--- config.mk ---
export PLATFORM = sky130hd
export DESIGN_NAME = psd_decoder
export DESIGN_NICKNAME = d
export VERILOG_FILES = /design/src/psd_pkg.sv /design/src/psd_decoder.sv
export VERILOG_INCLUDE_DIRS = /design/src
export SDC_FILE = /design/constraint.sdc
export NUM_CORES = 1
export LEC_CHECK = 0
export BUFFER_PORTS_ARGS = -buffer_cell sky130_fd_sc_hd__buf_2
export CORE_MARGIN = 3
export CORE_UTILIZATION = 32
export DETAILED_ROUTE_END_ITERATION = 12
export HOLD_SLACK_MARGIN = 0.03
export MAX_ROUTING_LAYER = met4
export PLACE_DENSITY = 0.79
export SLEW_MARGIN = 20
export SYNTH_ARGS = -nofsm -noshare
export SYNTH_HDL_FRONTEND = slang
export SYNTH_SLANG_ARGS = --single-unit
--- constraint.sdc ---
create_clock -name ref_clk -period 0.9 [get_ports ref_clk]
set_clock_uncertainty 0.15 [all_clocks]
set_input_delay 0.045 -clock ref_clk [delete_from_list [all_inputs] [get_ports ref_clk]]
set_output_delay 0.045 -clock ref_clk [all_outputs]
set_load 0.01 [all_outputs]
--- src/psd_defines.svh ---
/*
 program space page decoder constants: widths, page numbers, data-space address, vector addresses.
 assumes inclusion by its bare name from the package and the decoder.
*/
`ifndef PSD_DEFINES_SVH
`define PSD_DEFINES_SVH
`define PSD_PC_W          12
`define PSD_PHYS_W        13
`define PSD_PAGE_BIT      11
`define PSD_PAGE_SEL_ADDR 8'hCA
`define PSD_STATIC_PAGE   2'h1
`define PSD_PAGE_SEL_RST  2'h1
`define PSD_RESET_VEC_LO  12'hFFE
`define PSD_NMI_VEC_LO    12'hFFC
`define PSD_IRQ_VEC_LO    12'hFF0
`define PSD_IRQ_VEC_HI    12'hFF7
`define PSD_RESET_VEC_HI  12'hFFF
`define PSD_NMI_VEC_HI    12'hFFD
`define PSD_SEL_MSB       1
`define PSD_SEL_LSB       0
`define PSD_PAGE_CNT      4
`define PSD_VEC_SLOTS     3
`endif

--- src/psd_pkg.sv ---
/*
 program space page decoder types.
 assumes psd_defines.svh is on the include path.
*/
`include "psd_defines.svh"
package psd_pkg;
    typedef struct packed {
        logic [7:0] addr;
        logic [7:0] data;
        logic       wr_en;
        logic       bit_op;
    } psd_data_wr_t;

    typedef enum logic [1:0] {
        PSD_VEC_NONE  = 2'h0,
        PSD_VEC_RESET = 2'h1,
        PSD_VEC_NMI   = 2'h2,
        PSD_VEC_IRQ   = 2'h3
    } psd_vec_t;
endpackage

--- src/psd_decoder.sv ---
/*
 program space page decoder: maps the 12-bit program counter onto four 2-Kbyte pages.
 assumes the core drives pc and data writes synchronous to ref_clk.
*/
// Function
// - 12-bit program counter addresses a 4-Kbyte logical program window.
// - four 2-Kbyte pages; select register picks page shown at 000h-7FFh.
// - pc bit 11 set always addresses static page at 0800h-0FFFh.
// - static page also reachable low when selected; same physical locations.
// - reset, nmi and interrupt vectors sit at fixed static page addresses.
// - two-bit select: 00,01,10,11 give pages 0,1,2,3 while pc11 clear.
// - select register at data address CAh, write-only, ignores bit operations.
// - select register untouched by interrupts, calls and returns.
`timescale 1ns/10ps
`include "psd_defines.svh"
module psd_decoder
    import psd_pkg::*;
(
    input  wire logic                     ref_clk,
    input  wire logic                     rst_b,
    input  wire logic [`PSD_PC_W-1:0]     pc,
    input  wire psd_data_wr_t             data_wr,
    output logic      [`PSD_PHYS_W-1:0]   phys_addr,
    output logic                          static_hit,
    output psd_vec_t                      vec_kind
);
    // ----------------------------------------
    // decode helpers
    // ----------------------------------------
    // a byte write to the select address is the only way in; bit operations are refused
    function automatic logic psd_sel_write_hit(input psd_data_wr_t w);
        logic hit;
        hit = 1'h0;
        if (w.wr_en && !w.bit_op)
        begin
            if (w.addr == `PSD_PAGE_SEL_ADDR)
            begin
                hit = 1'h1;
            end
        end
        return hit;
    endfunction

    // only page_select_bits of the written byte are kept; the rest is ignored
    function automatic logic [1:0] psd_page_select_bits(input logic [7:0] d);
        logic [1:0] bits;
        bits = d[`PSD_SEL_MSB:`PSD_SEL_LSB];
        return bits;
    endfunction

    // page shown at a program counter value: upper half always maps to the static page
    function automatic logic [1:0] psd_page_of(
        input logic [`PSD_PC_W-1:0] a,
        input logic [1:0]           sel
    );
        logic [1:0] p;
        p = sel;
        if (a[`PSD_PAGE_BIT])
        begin
            p = `PSD_STATIC_PAGE;
        end
        return p;
    endfunction

    // inclusive range compare shared by every vector slot
    function automatic logic psd_in_range(
        input logic [`PSD_PC_W-1:0] a,
        input logic [`PSD_PC_W-1:0] lo,
        input logic [`PSD_PC_W-1:0] hi
    );
        logic hit;
        hit = (a >= lo) && (a <= hi);
        return hit;
    endfunction

    // bounds of each vector slot: 0 reset, 1 non-maskable, 2 maskable interrupts
    function automatic logic [`PSD_PC_W-1:0] psd_slot_bound(
        input int   slot,
        input logic upper
    );
        logic [`PSD_PC_W-1:0] b;
        case (slot)
            0:       b = upper ? `PSD_RESET_VEC_HI : `PSD_RESET_VEC_LO;
            1:       b = upper ? `PSD_NMI_VEC_HI : `PSD_NMI_VEC_LO;
            default: b = upper ? `PSD_IRQ_VEC_HI : `PSD_IRQ_VEC_LO;
        endcase
        return b;
    endfunction

    // the slots never overlap; the order only fixes one answer per address
    function automatic psd_vec_t psd_vec_of(input logic [`PSD_VEC_SLOTS-1:0] hit);
        psd_vec_t v;
        v = PSD_VEC_NONE;
        if (hit[0])
        begin
            v = PSD_VEC_RESET;
        end
        else if (hit[1])
        begin
            v = PSD_VEC_NMI;
        end
        else if (hit[2])
        begin
            v = PSD_VEC_IRQ;
        end
        return v;
    endfunction

    // one-hot page enables back to a page number for the physical address
    function automatic logic [1:0] psd_page_enc(input logic [`PSD_PAGE_CNT-1:0] en);
        logic [1:0] p;
        p = 2'h0;
        for (int i = 0; i < `PSD_PAGE_CNT; i++)
        begin
            if (en[i])
            begin
                p = 2'(i);
            end
        end
        return p;
    endfunction

    // ----------------------------------------
    // page select register
    // ----------------------------------------
    logic [1:0] program_page_select_q;
    logic [1:0] program_page_select_d;
    logic       sel_write;

    // reset value is a defined choice; content is unspecified to software
    // no interrupt, call or return reaches this register
    always_comb
    begin
        sel_write = psd_sel_write_hit(data_wr);
        program_page_select_d = program_page_select_q;
        if (sel_write)
        begin
            program_page_select_d = psd_page_select_bits(data_wr.data);
        end
    end

    always_ff @(posedge ref_clk or negedge rst_b)
    begin
        if (!rst_b)
        begin
            program_page_select_q <= `PSD_PAGE_SEL_RST;
        end
        else
        begin
            program_page_select_q <= program_page_select_d;
        end
    end

    // ----------------------------------------
    // page enables
    // ----------------------------------------
    logic [1:0]               page_sel;
    logic [`PSD_PAGE_CNT-1:0] page_en;

    always_comb
    begin
        page_sel = psd_page_of(pc, program_page_select_q);
    end

    // one enable per physical page; exactly one is high for any program counter
    for (genvar g = 0; g < `PSD_PAGE_CNT; g++)
    begin : g_page_en
        assign page_en[g] = (page_sel == 2'(g));
    end

    // ----------------------------------------
    // vector slots
    // ----------------------------------------
    logic [`PSD_VEC_SLOTS-1:0] vec_hit;

    for (genvar s = 0; s < `PSD_VEC_SLOTS; s++)
    begin : g_vec_slot
        assign vec_hit[s] = psd_in_range(pc, psd_slot_bound(s, 1'h0), psd_slot_bound(s, 1'h1));
    end

    // ----------------------------------------
    // address output registers
    // ----------------------------------------
    logic [`PSD_PHYS_W-1:0] phys_addr_d;
    logic                   static_hit_d;

    always_comb
    begin
        phys_addr_d = {psd_page_enc(page_en), pc[`PSD_PAGE_BIT-1:0]};
        static_hit_d = page_en[`PSD_STATIC_PAGE];
    end

    always_ff @(posedge ref_clk or negedge rst_b)
    begin
        if (!rst_b)
        begin
            phys_addr <= '0;
            static_hit <= 1'h0;
        end
        else
        begin
            phys_addr <= phys_addr_d;
            static_hit <= static_hit_d;
        end
    end

    // ----------------------------------------
    // vector output register
    // ----------------------------------------
    psd_vec_t vec_kind_d;

    always_comb
    begin
        vec_kind_d = psd_vec_of(vec_hit);
    end

    always_ff @(posedge ref_clk or negedge rst_b)
    begin
        if (!rst_b)
        begin
            vec_kind <= PSD_VEC_NONE;
        end
        else
        begin
            vec_kind <= vec_kind_d;
        end
    end
endmodule

==> results.toml, run 1 <==
[run_status]
outcome = "finished, violations left"
violations = "hold timing, setup timing"

[power]
finalPower_uw = 1410
pwr_density_cell_nw_per_um2 = 1530
peakVddDrop_v = 0.000719
p_leak_uw = 0.000481

[sta]
fmax_ghz = 1.01
finalSetupTns_ns = -1.31
fin_crit_sh = 1.10
rsz0062_at_grt = "true"
hold_viol = 13
worstMarginPinSlew_ns = 0.369
slew_violations = 0
whs_ns = -0.274
fin_crit_ns = 0.986
setup_viol = 20
setup_ws_ns = -0.0862
slew_headroom = 0.754

[worst_setup_path]
r2r_setup_slack_ns = -0.08
worstPathMaxFanout = 1
path_class = "reg -> out"
critPathTopFamily = "flip-flops"
cp.required_ns = 0.70
cp-end-kind = "primary output"
rr_worst_depth = 2
crit_buf_inv = 1
crit-reg2reg-launch = "program_page_select_q[0]"
crit_chain = "buf_2"
crit_slowest_cell = "dfrtp_1"
rr_endpoint = "static_hit"
cp-start-kind = "flop"
arrival_ns = 0.79
critical_path.max_stage_delay_ns = 0.37

[logic_synthesis]
synth_top_family_by_area = "simple AND/OR/NAND/NOR gates"
synth-simple-area-share = 0.144
synth_fp_nets = 65
muxShareOfSynthArea = 0.0398
synth-xor-area-share = 0
synthCells = 33
yosysSeqAreaShare = 0.799
syn-cell-area_um2 = 566
synthAdderAreaFrac = 0
synth_top_area_frac = 0.752
avgSynthCellArea_um2 = 17.1
synth_cell_types = 11
ys_ff_latch = 18
yosysWarnings = 0
synth_top_cells_by_area = "dfrtp_1, dfstp_2, mux2_1, nand4_1, nor4b_2"
yosysTopAreaCell = "dfrtp_1"
synth_compound_area_frac = 0.0177

[job]
drv_cap = 0

[detailed_routing]
drt_first_iter_violations = 2
dr_total_vias = 452
wirelength_um = 1210
drtAntennaViolNets = 0
post_drt_via_cell_ratio = 4.52
drc_errors = 0
wire_per_inst_um = 12.1
first_pass_iters = 4

[clocking]
cts_setup_buffers = 0
cts.sinks = 18
cts_inserted_buffers = 3
clk_pin_slew_ns = 0.09
clockBufferDepth = 2
clk_latency_ns = 0.28
cts_tree = "yes"
htree_levels = 1
cts_root_buffer = "clkbuf_4"

[worst_hold_path]
hold_path_class = "in -> reg"
whs_path_depth = 1
min_from = "pc[6]"
holdPathEnd = "phys_addr[6]"

[floorplan]
die-area_um2 = 2310
die_x_um = 48.0
start_util = 0.359
rows = 14
dieHeight_um = 48.0
ioPinCount = 48
core-area_um2 = 1580

[grt]
antenna_found_initial = 0
grt_pass1_vias = 406
grt_overflow = 0
grt_usage = 0.109
use_met3 = 0.0376
grt_max_degree = 19
grt_pass1_wl_um = 1580
use_met1 = 0.102
grt.met2_usage = 0.179
top_usage_layer = "met2"

[finish]
diodes = 0
area_growth_syn_to_layout_pct = 63.1
instances_no_fill = 100
layout-drive-gt1-share = 0.631
nets = 117

[place]
dp_slack_ns = -0.286
gp_congestion = 0.718
port_buffers = 41
placed_cells = 90
-- registers in the layout, indices dropped and copies added (netlist names) --
register	cells
static_hit	1
vec_kind	2
program_page_select_q	2
phys_addr	13
-- final cells by class --
type,count,area (µm²)
fillers,129,654
repair buffers,47,290
well taps,16,20.0
flip-flops and latches,18,452
clock buffers,4,26.3
multi-input cells,15,134
-- stage by stage --
step                cell area, µm²  hold WS, ns   util
finish                         922       -0.274  0.585
global placement               793       -0.173  0.503
floorplan                      568       -0.401      -
detailed placement             793       -0.170  0.503
global route                   922       -0.295  0.585
CTS                            873       -0.289  0.554
-- metal layers --
layer | share of wire | wire length, µm | vias up
met5 | 0 | 0 | -
met4 | 0.0066 | 8 | 0
met3 | 0.090 | 109 | 2
met2 | 0.55 | 671 | 23
met1 | 0.35 | 425 | 210
li1 | - | - | 217
-- synth_stat cells --
cell,n
dfrtp_1,17
nand4_1,3
a21oi_1,2
mux2_1,2
nor2b_1,2
or2_2,2
and4bb_2,1
dfstp_2,1
nand2_1,1
nand2b_1,1
nor4b_2,1
-- timing repair --
| action | CTS | global route |
|---|---|---|
| endpoints found under the setup margin | 18 | 20 |
| gates resized for setup | 1 | 7 |
| hold buffers | 5 | 2 |
| hold endpoints to repair | 36 | 15 |
| gates cloned | 0 | 0 |
-- how the worst max path moves through the flow --
stage                 startpoint                  endpoint  slack [ns]  cells past startpoint
finish              phys_addr[9]              phys_addr[9]       -0.09                      1
global route        phys_addr[9]              phys_addr[9]       -0.13                      1
CTS                 phys_addr[9]              phys_addr[9]       -0.11                      1
detailed placement   data_wr[12]  program_page_select_q[1]       -0.29                      4
global placement     data_wr[12]  program_page_select_q[1]       -0.25                      4
floorplan            data_wr[10]  program_page_select_q[1]       -0.12                      3
-- logic make-up (layout without fill, tap and decap cells) --
family | count (synthesis) | in the layout
flops | 18 | 18
simple gates | 11 | 11
compound gates | 2 | 2
mux | 2 | 2
buf+inv | 0 | 51
-- worst register-to-register path, delay by kind of cell (launching register included) --
kind | cells | cell delay [ns]
DFF | 1 | 0.54
and+or+nand+nor | 2 | 0.23
-- cells in the final DEF (no fill, tap or decap), drive strengths merged, types with 2 or more instances in the layout --
cell / count
nor2b: 2
buf: 41
dfrtp: 17
a21oi: 2
clkbuf: 4
nand4: 3
dlygate4sd3: 6
or2: 2
mux2: 2
-- where the power goes --
part           internal, µW  switching [µW]  leakage, µW  total (µW)
Combinational           101            73.9     0.000248         175
Sequential              841            9.40     0.000218         851
Clock                   172             215    0.0000150         387
Power figures use the tool's default switching activity.
==> run 2, diff against run 1 <==
--- a/config.mk
+++ b/config.mk
@@ -12,7 +12,7 @@
 export DETAILED_ROUTE_END_ITERATION = 12
 export HOLD_SLACK_MARGIN = 0.03
 export MAX_ROUTING_LAYER = met4
-export PLACE_DENSITY = 0.79
+export PLACE_DENSITY_LB_ADDON = 0.08
 export SLEW_MARGIN = 20
 export SYNTH_ARGS = -nofsm -noshare
 export SYNTH_HDL_FRONTEND = slang
==> results.toml, run 2 (synthesis results as in run 1) <==
[detailed_routing]
drtAntennaViolNets = 0
wire_per_inst_um = 10.7
dr_total_vias = 439
wirelength_um = 1070
drc_errors = 0
post_drt_via_cell_ratio = 4.39
first_pass_iters = 2
drt_first_iter_violations = 1

[worst_setup_path]
path_class = "reg -> out"
cp-start-kind = "flop"
cp.required_ns = 0.70
arrival_ns = 0.78
crit_buf_inv = 1
cp-end-kind = "primary output"
crit_slowest_cell = "dfrtp_1"
crit_chain = "buf_2"
critical_path.max_stage_delay_ns = 0.37
critPathTopFamily = "flip-flops"
worstPathMaxFanout = 1

[sta]
slew_headroom = 0.756
worstMarginPinSlew_ns = 0.367
slew_violations = 0
fin_crit_ns = 0.977
finalSetupTns_ns = -1.24
setup_ws_ns = -0.0772
whs_ns = -0.270
rsz0062_at_grt = "true"
fin_crit_sh = 1.09
setup_viol = 19
hold_viol = 13
fmax_ghz = 1.02

[floorplan]
die-area_um2 = 2310
dieHeight_um = 48.0
rows = 14
core-area_um2 = 1580
start_util = 0.359
ioPinCount = 48
die_x_um = 48.0

[clocking]
clk_latency_ns = 0.27
cts_setup_buffers = 0
clockBufferDepth = 2
cts_root_buffer = "clkbuf_4"
clk_pin_slew_ns = 0.09
cts_inserted_buffers = 3
cts.sinks = 18
cts_tree = "yes"
htree_levels = 1

[power]
pwr_density_cell_nw_per_um2 = 1600
peakVddDrop_v = 0.00105
p_leak_uw = 0.000480

[finish]
finalCoreUtilization = 0.585
final_cell_mix = "buf_2, dfrtp_1, dlygate4sd3_1"
layout_commonest_cell = "buf_2"
area_growth_syn_to_layout_pct = 63.1
largest-register = "phys_addr"
diodes = 0
largest_reg_flops = 13
reg_top3 = "phys_addr: 13 flops, program_page_select_q: 2 flops, vec_kind: 2 flops"
nets = 117
layout-drive-gt1-share = 0.619

[grt]
grt_usage = 0.104
grt_pass1_wl_um = 1600
grt_max_degree = 19
grt_overflow = 0
grt_pass1_vias = 383
antenna_found_initial = 0

[worst_hold_path]
hold_path_class = "in -> reg"

[place]
dpl.hpwl_um = 852
port_buffers = 41
gp_congestion = 0.664

[run_status]
violations = "hold timing, setup timing"
outcome = "finished, violations left"

[job]
drv_cap = 0
## run 2: changes by cell type in the layout (fill, tap and decap cells not counted)
cell,before,now
nor2b_4,1,0
clkbuf_1,1,0
nor2b_2,1,0
clkbuf_8,0,1
nor2b_1,0,2
## run 2: worst paths after layout
path                                          start  cells past startpoint                        to  slack [ns]
hold reg to reg            program_page_select_q[1]                      1  program_page_select_q[1]        0.36
setup reg to reg           program_page_select_q[0]                      2                static_hit       -0.07
max in group asynchronous                     rst_b                      2  program_page_select_q[0]        0.24
hold / removal                                pc[4]                      1              phys_addr[4]       -0.27
min in group asynchronous                     rst_b                      2              phys_addr[3]        0.05
setup / recovery                       phys_addr[7]                      1              phys_addr[7]       -0.08
## run 2: routing by layer
layer / share of wire / vias up / GRT usage
met5: 0 / - / -
met4: 0 / 0 / 0.0161
met3: 0.13 / 0 / 0.0376
met2: 0.46 / 32 / 0.164
met1: 0.41 / 191 / 0.132
li1: - / 216 / -
## run 2: final cells by class
cell class,instances,area (µm²)
Multi-Input combinational cell,15,124
Clock buffer,4,36.3
Tap cell,16,20.0
Timing Repair Buffer,47,290
Fill cell,135,654
Sequential cell,18,452
## run 2: report_power, final
| part | total (µW) | leakage, µW | internal (µW) | switching [µW] |
|---|---|---|---|---|
| logic | 167 | 0.000241 | 96.3 | 71.1 |
| registers | 850 | 0.000218 | 841 | 8.51 |
| clock network | 461 | 0.0000210 | 246 | 216 |
## run 2: through the flow
| stage | setup slack [ns] | hold slack (ns) | total power (µW) | area, µm² | std cells |
|---|---|---|---|---|---|
| after floorplan | -0.123 | -0.401 | 901 | 568 | 33 |
| after global placement | -0.258 | -0.162 | 1010 | 793 | 90 |
| after detailed placement | -0.283 | -0.166 | 1010 | 793 | 90 |
| after CTS | -0.0993 | -0.282 | 1500 | 893 | 100 |
| after global routing | -0.127 | -0.289 | 1560 | 922 | 100 |
| final | -0.0772 | -0.270 | 1480 | 922 | 100 |
## run 2: timing repair
action	CTS	global route
cloned	0	0
setup endpoints to repair	18	20
hold buffers	6	1
hold endpoints to repair	36	14
gates resized for setup	1	5
==> run 3, diff against run 2 <==
--- a/config.mk
+++ b/config.mk
@@ -7,6 +7,7 @@
 export NUM_CORES = 1
 export LEC_CHECK = 0
 export BUFFER_PORTS_ARGS = -buffer_cell sky130_fd_sc_hd__buf_2
+export CAP_MARGIN = 40
 export CORE_MARGIN = 3
 export CORE_UTILIZATION = 32
 export DETAILED_ROUTE_END_ITERATION = 12
==> constraint.sdc (replaced) <==
create_clock -name ref_clk -period 0.8 [get_ports ref_clk]
set_clock_uncertainty 0.15 [all_clocks]
set_input_delay 0.04 -clock ref_clk [delete_from_list [all_inputs] [get_ports ref_clk]]
set_output_delay 0.04 -clock ref_clk [all_outputs]
set_load 0.01 [all_outputs]
==> results.toml, run 3 (synthesis results as in run 1) <==
[sta]
setup_viol = 22
fin_crit_sh = 1.22
slew_violations = 0
hold_viol = 14
worstMarginPinSlew_ns = 0.367
setup_ws_ns = -0.176
rsz0062_at_grt = "true"
fmax_ghz = 1.02
fin_crit_ns = 0.976
whs_ns = -0.278
slew_headroom = 0.756
finalSetupTns_ns = -3.24

[finish]
largest_reg_flops = 13
fill_cells = 132
layout_commonest_cell = "buf_2"
area_growth_syn_to_layout_pct = 66.4
reg_top3 = "phys_addr: 13 flops, program_page_select_q: 2 flops, vec_kind: 2 flops"
diodes = 0
finalCoreUtilization = 0.597
largest-register = "phys_addr"
layout-drive-gt1-share = 0.639
final_cell_mix = "buf_2, dfrtp_1, buf_6"
nets = 116

[detailed_routing]
drtAntennaViolNets = 0
dr_total_vias = 440
drc_errors = 0
first_pass_iters = 2
wire_per_inst_um = 11.2
post_drt_via_cell_ratio = 4.44
wirelength_um = 1110
drt_first_iter_violations = 1

[worst_setup_path]
r2r_setup_slack_ns = -0.17
path_class = "reg -> out"
crit-reg2reg-launch = "program_page_select_q[0]"
cp-start-kind = "flop"
crit_buf_inv = 1
rr_endpoint = "static_hit"
critical_path.max_stage_delay_ns = 0.37
worstPathMaxFanout = 1
rr_worst_depth = 2
crit_slowest_cell = "dfrtp_1"
cp-end-kind = "primary output"
cp.required_ns = 0.61
crit_chain = "buf_2"
arrival_ns = 0.79
critPathTopFamily = "flip-flops"

[grt]
grt_overflow = 0
grt_pass1_wl_um = 1590
grt_usage = 0.104
antenna_found_initial = 0
grt_max_degree = 19
grt_pass1_vias = 380

[floorplan]
ioPinCount = 48
die_x_um = 48.0
die-area_um2 = 2310
start_util = 0.359
dieHeight_um = 48.0
rows = 14
core-area_um2 = 1580

[run_status]
outcome = "finished, violations left"
violations = "hold timing, setup timing"

[clocking]
cts_root_buffer = "clkbuf_4"
clk_latency_ns = 0.27
cts_tree = "yes"
cts_setup_buffers = 0
cts.sinks = 18
htree_levels = 1
clk_pin_slew_ns = 0.10
cts_inserted_buffers = 3
clockBufferDepth = 2

[worst_hold_path]
hold_path_class = "in -> reg"
holdPathEnd = "phys_addr[6]"
min_from = "pc[6]"
whs_path_depth = 1

[power]
peakVddDrop_v = 0.00120
pwr_density_cell_nw_per_um2 = 1790
p_leak_uw = 0.000485

[job]
drv_cap = 0

[place]
gp_congestion = 0.664
dpl.hpwl_um = 852
port_buffers = 41
## run 3: cell type report
| type | instances | area [µm²] | area share |
|---|---|---|---|
| clock buffer | 4 | 36.3 | 0.0386 |
| tap | 16 | 20.0 | 0.0213 |
| timing repair buffer | 46 | 293 | 0.311 |
| multi-input combinational | 15 | 140 | 0.149 |
| sequential | 18 | 452 | 0.480 |
## run 3: worst register-to-register path: stages, from the launching register on
cell	delay, ns
dfstp_2	0.38
or2_4	0.22
nor2b_1	0.12
## run 3: report_power, final
part	internal [µW]	total [µW]	switching (µW)	leakage (µW)
registers	947	956	9.81	0.000218
logic	114	199	84.3	0.000247
clock network	276	524	248	0.0000210
## run 3: repair_timing
| item | CTS | global route |
|---|---|---|
| setup endpoints to repair | 20 | 23 |
| gates cloned | 0 | 0 |
| hold buffers | 5 | 2 |
| endpoints found under the hold margin | 36 | 16 |
| pin swaps | 0 | 2 |
| resized for setup | 2 | 9 |
## run 3: worst max path at each step
| stage | start | endpoint | slack (ns) | cells after the start |
|---|---|---|---|---|
| finish | phys_addr[7] | phys_addr[7] | -0.18 | 1 |
| global route | phys_addr[6] | phys_addr[6] | -0.22 | 1 |
| CTS | phys_addr[7] | phys_addr[7] | -0.19 | 1 |
| detailed placement | data_wr[12] | program_page_select_q[1] | -0.38 | 4 |
| global placement | data_wr[12] | program_page_select_q[1] | -0.35 | 4 |
| floorplan | data_wr[10] | program_page_select_q[1] | -0.22 | 3 |
## run 3: metal layers
layer  wire [µm]  GRT usage  vias to the layer above
met2         505      0.164                       32
met3         142     0.0376                        0
met5           0          -                        -
li1            -          -                      213
met4           0     0.0161                        0
met1         458      0.132                      195
## run 3: through the flow
step                      setup WS (ns)  power, µW  cell area (µm²)  std cells  hold WS, ns
after floorplan                  -0.218       1010              568         33       -0.406
after global placement           -0.353       1130              793         90       -0.167
after detailed placement         -0.378       1130              793         90       -0.171
after CTS                        -0.194       1690              887         99       -0.287
after global routing             -0.222       1770              941         99       -0.294
final                            -0.176       1680              941         99       -0.278
